$ cat config.mk
export PLATFORM = sky130hd
export DESIGN_NAME = sxd_core
export DESIGN_NICKNAME = d
export VERILOG_FILES = /design/src/logic/sxd_pkg.sv /design/src/logic/sxd_core.sv
export SDC_FILE = /design/constraint.sdc
export NUM_CORES = 1
export LEC_CHECK = 0
export BUFFER_PORTS_ARGS = -buffer_cell sky130_fd_sc_hd__buf_2
export CAP_MARGIN = 25
export CORE_UTILIZATION = 58
export CTS_CLUSTER_DIAMETER = 150
export CTS_CLUSTER_SIZE = 25
export DETAILED_ROUTE_END_ITERATION = 6
export GPL_TIMING_DRIVEN = 0
export HOLD_SLACK_MARGIN = 0.1
export PLACE_DENSITY = 0.81
export SLEW_MARGIN = 0
export SYNTH_ARGS = -nofsm -noshare
export SYNTH_HDL_FRONTEND = slang
export SYNTH_SLANG_ARGS = --single-unit
$ cat constraint.sdc
create_clock -name ref_clk -period 4.5 [get_ports ref_clk]
set_input_delay 0 -clock ref_clk [delete_from_list [all_inputs] [get_ports ref_clk]]
set_output_delay 0 -clock ref_clk [all_outputs]
set_load 0.01 [all_outputs]
$ cat src/logic/sxd_pkg.sv
/*
 Package for the nibble-swap / exclusive-OR / direction-load execution slice.
 Assumes one instruction clock and an asynchronous active-low reset.
*/
// What this block does
// - Nibble swap exchanges upper and lower four bits; flags untouched; one cycle.
// - Swap and file XOR write accumulator when dest bit 0, file when 1.
// - Literal XOR: accumulator xor literal into accumulator, zero flag only, one cycle.
// - File XOR: accumulator xor file to chosen destination, zero flag only.
// - File operand of swap and XOR is a 7-bit address, 0 to 127.
// - Direction load copies accumulator into direction register 5 to 7, no flags.
// - Instruction words are 14 bits wide.
// - Accepted interrupt loads program counter with vector 0004h.
// - After reset, execution starts at program address 0000h.
// - Return-address stack is eight entries deep.
// - High program-counter bits come from separate upper latch register.
// - Indirect pointer is a full eight-bit register.
// - Prescaler config and direction registers are ordinary addressed file registers.
package sxd_pkg;
    localparam int INSN_W = 14;
    localparam int FADDR_W = 7;
    localparam int PC_W = 13;
    localparam int STACK_DEPTH = 8;
    localparam int SP_W = 3;
    localparam logic [PC_W-1:0] RESET_VEC = 13'h0000;
    localparam logic [PC_W-1:0] IRQ_VEC = 13'h0004;
    // Opcode patterns
    localparam logic [5:0] OP_SWAP = 6'h0e;
    localparam logic [5:0] OP_XORF = 6'h06;
    localparam logic [5:0] OP_XORL = 6'h3a;
    localparam logic [10:0] OP_DIRL = 11'h00c;
    // File addresses held locally
    localparam logic [FADDR_W-1:0] FA_PCL = 7'h02;
    localparam logic [FADDR_W-1:0] FA_STATUS = 7'h03;
    localparam logic [FADDR_W-1:0] FA_PTR = 7'h04;
    localparam logic [FADDR_W-1:0] FA_LATCH = 7'h0a;
    localparam logic [FADDR_W-1:0] FA_PRESC = 7'h01;
    localparam logic [FADDR_W-1:0] FA_DIR_A = 7'h05;
    localparam logic [FADDR_W-1:0] FA_DIR_C = 7'h07;
    localparam logic [2:0] DIR_FIRST = 3'h5;
    localparam int Z_BIT = 2;
    localparam logic [7:0] PRESC_RST = 8'hff;
    localparam logic [7:0] DIR_RST = 8'hff;
    localparam logic [7:0] BYTE_RST = 8'h00;

    typedef struct packed {
        logic valid;
        logic [INSN_W-1:0] word;
    } sxd_insn_t;

    typedef struct packed {
        logic we;
        logic [FADDR_W-1:0] addr;
        logic [7:0] data;
    } sxd_fwr_t;

    typedef struct packed {
        logic call;
        logic ret;
        logic irq;
    } sxd_flow_t;
endpackage

$ cat src/logic/sxd_core.sv
/*
 Execution slice: decodes and runs nibble swap, XOR literal/file and the legacy
 direction load; keeps program counter, return stack, upper latch, pointer,
 prescaler config and three direction registers.
 Assumes an outside fetch unit presents one instruction per enable cycle and an
 outside file memory answers reads combinationally for addresses not held here.
*/
`timescale 1ns/10ps
module sxd_core (
    // Clock and reset
    input wire logic ref_clk,
    input wire logic arst_n,
    // Instruction and flow
    input sxd_pkg::sxd_insn_t insn_in,
    input sxd_pkg::sxd_flow_t flow_in,
    input wire logic [sxd_pkg::PC_W-1:0] call_target,
    // External file memory
    input wire logic [7:0] ext_rdata,
    output logic [sxd_pkg::FADDR_W-1:0] file_raddr,
    output sxd_pkg::sxd_fwr_t ext_wr,
    // State visible outside
    output logic [sxd_pkg::PC_W-1:0] pc,
    output logic [7:0] acc,
    output logic [7:0] status,
    output logic [7:0] ptr,
    output logic [7:0] presc_cfg,
    output logic [23:0] dir_regs,
    output logic [sxd_pkg::SP_W-1:0] stack_ptr
);
    import sxd_pkg::*;

    // ------------------------------------------------------------
    // Decode
    // ------------------------------------------------------------
    logic [INSN_W-1:0] w;
    logic is_swap, is_xorf, is_xorl, is_dirl, dest_f;
    logic [FADDR_W-1:0] fa;
    logic [7:0] fval, result;
    logic [7:0] acc_r, status_r, ptr_r, presc_r, latch_r;
    logic [7:0] dir_r [3];
    logic [PC_W-1:0] pc_r;
    logic [PC_W-1:0] stack_r [STACK_DEPTH];
    logic [SP_W-1:0] sp_r;

    // Word layout: [13:8] opcode, [7] destination, [6:0] file address
    assign w = insn_in.word;
    assign is_swap = insn_in.valid && w[13:8] == OP_SWAP;
    assign is_xorf = insn_in.valid && w[13:8] == OP_XORF;
    assign is_xorl = insn_in.valid && w[13:8] == OP_XORL;
    assign is_dirl = insn_in.valid && w[13:3] == OP_DIRL
        && w[2:0] >= DIR_FIRST;
    assign dest_f = w[7];
    assign fa = w[6:0];
    assign file_raddr = fa;

    // Local registers answer reads; the rest come from file memory
    always_comb begin
        if (fa == FA_STATUS) begin
            fval = status_r;
        end else if (fa == FA_PTR) begin
            fval = ptr_r;
        end else if (fa == FA_LATCH) begin
            fval = latch_r;
        end else if (fa == FA_PCL) begin
            fval = pc_r[7:0];
        end else if (fa == FA_PRESC) begin
            fval = presc_r;
        end else if (fa >= FA_DIR_A && fa <= FA_DIR_C) begin
            fval = dir_r[fa[1:0] - 2'd1];
        end else begin
            fval = ext_rdata;
        end
    end

    // Every opcode but swap xors with the accumulator; unused results are dropped
    always_comb begin
        if (is_swap) begin
            result = {fval[3:0], fval[7:4]};
        end else if (is_xorl) begin
            result = acc_r ^ w[7:0];
        end else begin
            result = acc_r ^ fval;
        end
    end

    logic wr_file, wr_acc, wr_ext;
    assign wr_file = (is_swap || is_xorf) && dest_f;
    assign wr_acc = ((is_swap || is_xorf) && !dest_f) || is_xorl;
    // Addresses held in this slice never reach the outside memory
    assign wr_ext = wr_file && fa > FA_DIR_C && fa != FA_LATCH;

    // ------------------------------------------------------------
    // Accumulator and status
    // ------------------------------------------------------------
    always_ff @(posedge ref_clk or negedge arst_n) begin
        if (!arst_n) begin
            acc_r <= BYTE_RST;
        end else if (wr_acc) begin
            acc_r <= result;
        end
    end

    // Swap leaves flags alone; an explicit write to status yields to the flag update
    always_ff @(posedge ref_clk or negedge arst_n) begin
        if (!arst_n) begin
            status_r <= BYTE_RST;
        end else if (is_xorl || is_xorf) begin
            status_r[Z_BIT] <= (result == 8'h00);
        end else if (wr_file && fa == FA_STATUS) begin
            status_r <= result;
        end
    end

    // ------------------------------------------------------------
    // Pointer, upper latch, prescaler, direction registers
    // ------------------------------------------------------------
    // Pointer keeps all eight bits; nothing masks the top bit
    always_ff @(posedge ref_clk or negedge arst_n) begin
        if (!arst_n) begin
            ptr_r <= BYTE_RST;
        end else if (wr_file && fa == FA_PTR) begin
            ptr_r <= result;
        end
    end

    // Only five latch bits reach the counter; the top three are plain storage
    always_ff @(posedge ref_clk or negedge arst_n) begin
        if (!arst_n) begin
            latch_r <= BYTE_RST;
        end else if (wr_file && fa == FA_LATCH) begin
            latch_r <= result;
        end
    end

    always_ff @(posedge ref_clk or negedge arst_n) begin
        if (!arst_n) begin
            presc_r <= PRESC_RST;
        end else if (wr_file && fa == FA_PRESC) begin
            presc_r <= result;
        end
    end

    // Legacy load and direct file writes share one register per port
    genvar gi;
    generate
        for (gi = 0; gi < 3; gi++) begin : g_dir
            always_ff @(posedge ref_clk or negedge arst_n) begin
                if (!arst_n) begin
                    dir_r[gi] <= DIR_RST;
                end else if (is_dirl && w[2:0] == DIR_FIRST + 3'(gi)) begin
                    dir_r[gi] <= acc_r;
                end else if (wr_file && fa == FA_DIR_A + 7'(gi)) begin
                    dir_r[gi] <= result;
                end
            end
        end
    endgenerate

    // ------------------------------------------------------------
    // Program counter and return stack
    // ------------------------------------------------------------
    logic [PC_W-1:0] pc_inc;
    assign pc_inc = pc_r + 13'd1;

    // Interrupt wins over call and return; writes to the low byte take the latch high bits
    always_ff @(posedge ref_clk or negedge arst_n) begin
        if (!arst_n) begin
            pc_r <= RESET_VEC;
        end else if (flow_in.irq) begin
            pc_r <= IRQ_VEC;
        end else if (flow_in.ret) begin
            pc_r <= stack_r[sp_r - 3'd1];
        end else if (flow_in.call) begin
            pc_r <= call_target;
        end else if (wr_file && fa == FA_PCL) begin
            pc_r <= {latch_r[4:0], result};
        end else if (insn_in.valid) begin
            pc_r <= pc_inc;
        end
    end

    // Circular stack: overflow silently overwrites the oldest entry
    always_ff @(posedge ref_clk or negedge arst_n) begin
        if (!arst_n) begin
            sp_r <= 3'd0;
        end else if (flow_in.irq || (flow_in.call && !flow_in.ret)) begin
            sp_r <= sp_r + 3'd1;
        end else if (flow_in.ret) begin
            sp_r <= sp_r - 3'd1;
        end
    end

    // No reset: an entry is only read after a push has filled it
    always_ff @(posedge ref_clk) begin
        if (flow_in.irq) begin
            stack_r[sp_r] <= pc_r;
        end else if (flow_in.call && !flow_in.ret) begin
            stack_r[sp_r] <= pc_inc;
        end
    end

    // ------------------------------------------------------------
    // Outputs
    // ------------------------------------------------------------
    always_ff @(posedge ref_clk or negedge arst_n) begin
        if (!arst_n) begin
            ext_wr <= '0;
        end else begin
            ext_wr.we <= wr_ext;
            ext_wr.addr <= fa;
            ext_wr.data <= result;
        end
    end

    assign pc = pc_r;
    assign acc = acc_r;
    assign status = status_r;
    assign ptr = ptr_r;
    assign presc_cfg = presc_r;
    assign dir_regs = {dir_r[2], dir_r[1], dir_r[0]};
    assign stack_ptr = sp_r;
endmodule // sxd_core

==> impl_metrics.toml <==
[run_status]
status = "finished clean"

[global_routing]
grt_usage_pct = 35.1
antenna_found_initial = 1
grt_overflow = 0
first_global_vias = 7655
grt_start_max_net_pins = 62
grt_pass1_wl_microns = 45000

[timing]
setup_tns_ns = 0
rsz0062_at_grt = "no"
period_share_pct = 96.7
clock.fmax_mhz = 230
slew_violations = 0
setup_violations = 0
worst_slew_pin_slew_ns = 1.06
worst_slack_ns = 0.147
hold_violations = 0
fin_worst_skew_ns = 0.0111
slew_headroom_pct = 28.5
min_period_ns = 4.35

[cts]
path_clk_slew_ns = 0.08
htree_levels = 4
clockBufferDepth = 2
insertion_delay_ns = 0.46
cts_tree = "done"
cts_buffers = 17
clock_sinks = 200
clockRootBuffer = "clkbuf_16"

[worst_setup_path]
arrival_ns = 4.69
start_kind = "input port"
max_stage_delay_ns = 0.56
crit_family = "buffers and inverters"
crit_slowest_cell = "o21ai_1"
endpoint_kind = "flip-flop"
path_max_fanout = 10
worstSetupPathType = "input port to flip-flop"
critPathBufInv = 6
crit_path_cell_trace = "dlygate4sd3_1, buf_2, clkbuf_1, inv_1, ha_1, clkbuf_1, nor2b_1, o211ai_1, a31oi_1, o221ai_1, a31oi_1, xor2_1, o21ai_1, inv_1, mux2_2"
cp_data_required_time_ns = 4.84

[finish]
drive_gt1_share_pct = 29.2
final_cells = 1228
area.growth.synth_to_final_pct = 20.7
final_nets = 1046

[placement]
hpwlAfterDp_microns = 19900
io_buffers = 133
dp_slack_ns = 0.110
dp.cells = 1165
gp_congestion = 0.956

[synthesis]
ys_ff_latch = 200
syn_inst = 807
synth_area_leaders = "edfxtp_1 32%, dfrtp_1 17%, dfstp_2 8.7%"
synth_commonest_cells = "104 x edfxtp_1, 90 x nand2_1, 71 x nor2_1, 64 x dfrtp_1, 42 x clkbuf_1"
async_flop_share_pct = 48.0
ys_types = 66
syn-num-nets = 855
synthAdderAreaFrac_pct = 0.905
synth_area_sq_mm = 0.00968
avgSynthCellArea_sq_um = 12.0
yosys_most_used_dff = "edfxtp_1"
synth_compound_area_share_pct = 12.6
synth-edff-count = 104
synthXorXnorAreaFrac_pct = 2.99
synth_top_cell_by_area = "edfxtp_1"
muxShareOfSynthArea_pct = 10.1
synth.top_cell.area_share_pct = 32.3
synth-simple-area-share_pct = 12.7
yosysWarnings = 0
synth_top_family_by_area = "simple AND/OR/NAND/NOR gates"
synth_most_common_cell = "edfxtp_1"
seq_area_frac_synth_pct = 57.5

[job]
maxCapViolCount = 0

[route]
drt_iter0_markers = 1185
wl_microns = 29500
wl_per_cell_microns = 24.0
viasPerCell = 6.52
vias = 8007
drcViolationCount = 0
antenna_left = 0
first_pass_iters = 5

[power_and_ir_drop]
p_per_area_mw_per_mm2 = 534
p_leak_uw = 0.00482
ir_worst_vdd_uv = 394
power.total_uw = 6230

[floorplan]
die_w_microns = 131
rows = 46
io_pins = 136
chipHeight_microns = 131
core_area_sq_mm = 0.0161
die-area_sq_mm = 0.0172
initial_core_util_pct = 60.3

[worst_hold_path]
hold_path.class = "input port to flip-flop"
power by group:
part	switching [uW]	internal, uW	leakage, uW
combinational	1290	821	0.00241
clock	809	761	0.000300
sequential	213	2340	0.00212
total	2310	3920	0.00482
stage by stage:
stage	instance area, sq um	util [%]	hold slack (ns)
3_3_place_gp	10600	66.1	0.205
4_1_cts	11600	72.5	0.112
3_5_place_dp	10700	66.9	0.00804
5_1_grt	11700	72.7	0.112
2_1_floorplan	9680	-	-0.296
6_report	11700	72.7	0.0722
final cells by class:
cell class,instances,area [sq um]
Buffer,58,253
Inverter,14,52.6
Fill cell,1060,4380
Multi-Input combinational cell,535,3820
Sequential cell,200,5570
Clock buffer,17,425
Timing Repair Buffer,172,1090
Tap cell,216,270
Clock inverter,15,191
Antenna cell,1,2.50
state kept, by name, summed over array words and instances, names as in the netlist:
name,count
stack_ptr,3
ptr,8
acc,8
dir_regs,24
status,8
pc,13
presc_cfg,8
ext_wr,16
stack_r,104
latch_r,8
layout by cell type (no fill, tap or decap), types with 6 or more instances in the layout:
master	n
o22ai_1	6
buf_6	8
nor3_1	13
dlygate4sd3_1	27
nand3_1	21
and2_1	11
ha_1	7
edfxtp_1	104
buf_4	10
clkbuf_1	41
clkinv_8	6
o21ai_0	29
xor2_1	12
inv_1	12
and3_1	8
nor2b_1	8
dfrtp_1	64
o211ai_1	11
a211oi_1	12
a31oi_1	8
clkbuf_16	17
nand2_1	90
a21oi_1	25
mux2_2	31
dfstp_2	32
buf_2	138
a22oi_1	29
o21ai_1	7
xnor2_1	21
mux4_2	26
nor2_1	71
a22o_1	7
routing by layer:
| metal | vias up | GRT usage [%] | wire [microns] |
|---|---|---|---|
| met5 | - | 0 | 0 |
| met2 | 601 | 54.6 | 13900 |
| met1 | 3891 | 47.5 | 11200 |
| met3 | 106 | 7.02 | 3180 |
| met4 | 0 | 16.9 | 1200 |
| li1 | 3409 | - | - |
worst reg2reg max path: stages, from the launching register on:
cell	delay (ns)
dfrtp_1	0.41
clkbuf_1	0.71
clkbuf_2	0.50
inv_1	0.12
ha_1	0.33
clkbuf_1	0.57
mux4_2	0.42
mux2i_1	0.24
a21oi_1	0.12
a22o_1	0.21
dlygate4sd3_1	0.55
final timing paths:
check / cells after the start / to / slack, ns / startpoint
min in group asynchronous: 4 / ext_wr[11] / 0.62 / arst_n
worst max-delay path: 15 / latch_r[7] / 0.15 / insn_in[0]
worst max register to register: 10 / pc[6] / 0.22 / stack_ptr[0]
worst min-delay path: 4 / acc[7] / 0.07 / insn_in[7]
max in group asynchronous: 4 / presc_cfg[7] / 3.52 / arst_n
worst min register to register: 2 / presc_cfg[3] / 0.52 / presc_cfg[3]
logic make-up (layout without fill, tap and decap cells):
kind of cell               after synthesis  after routing
adders and majority gates                7              7
other                                    0              1
buffers and inverters                   72            276
muxes                                   61             61
AOI/OAI and AO/OA                      176            176
and+or+nand+nor                        258            258
xor gates and xnor gates                33             33
DFF                                    200            200
what timing repair did:
action                     4_1_cts  5_1_grt
hold buffers                    28        0
resized for setup                1        1
pin swaps                        0        0
hold endpoints to repair        86        0
setup buffers                    0        0
setup endpoints to repair        1        1
Note: power is estimated with default switching activity, not from simulation.
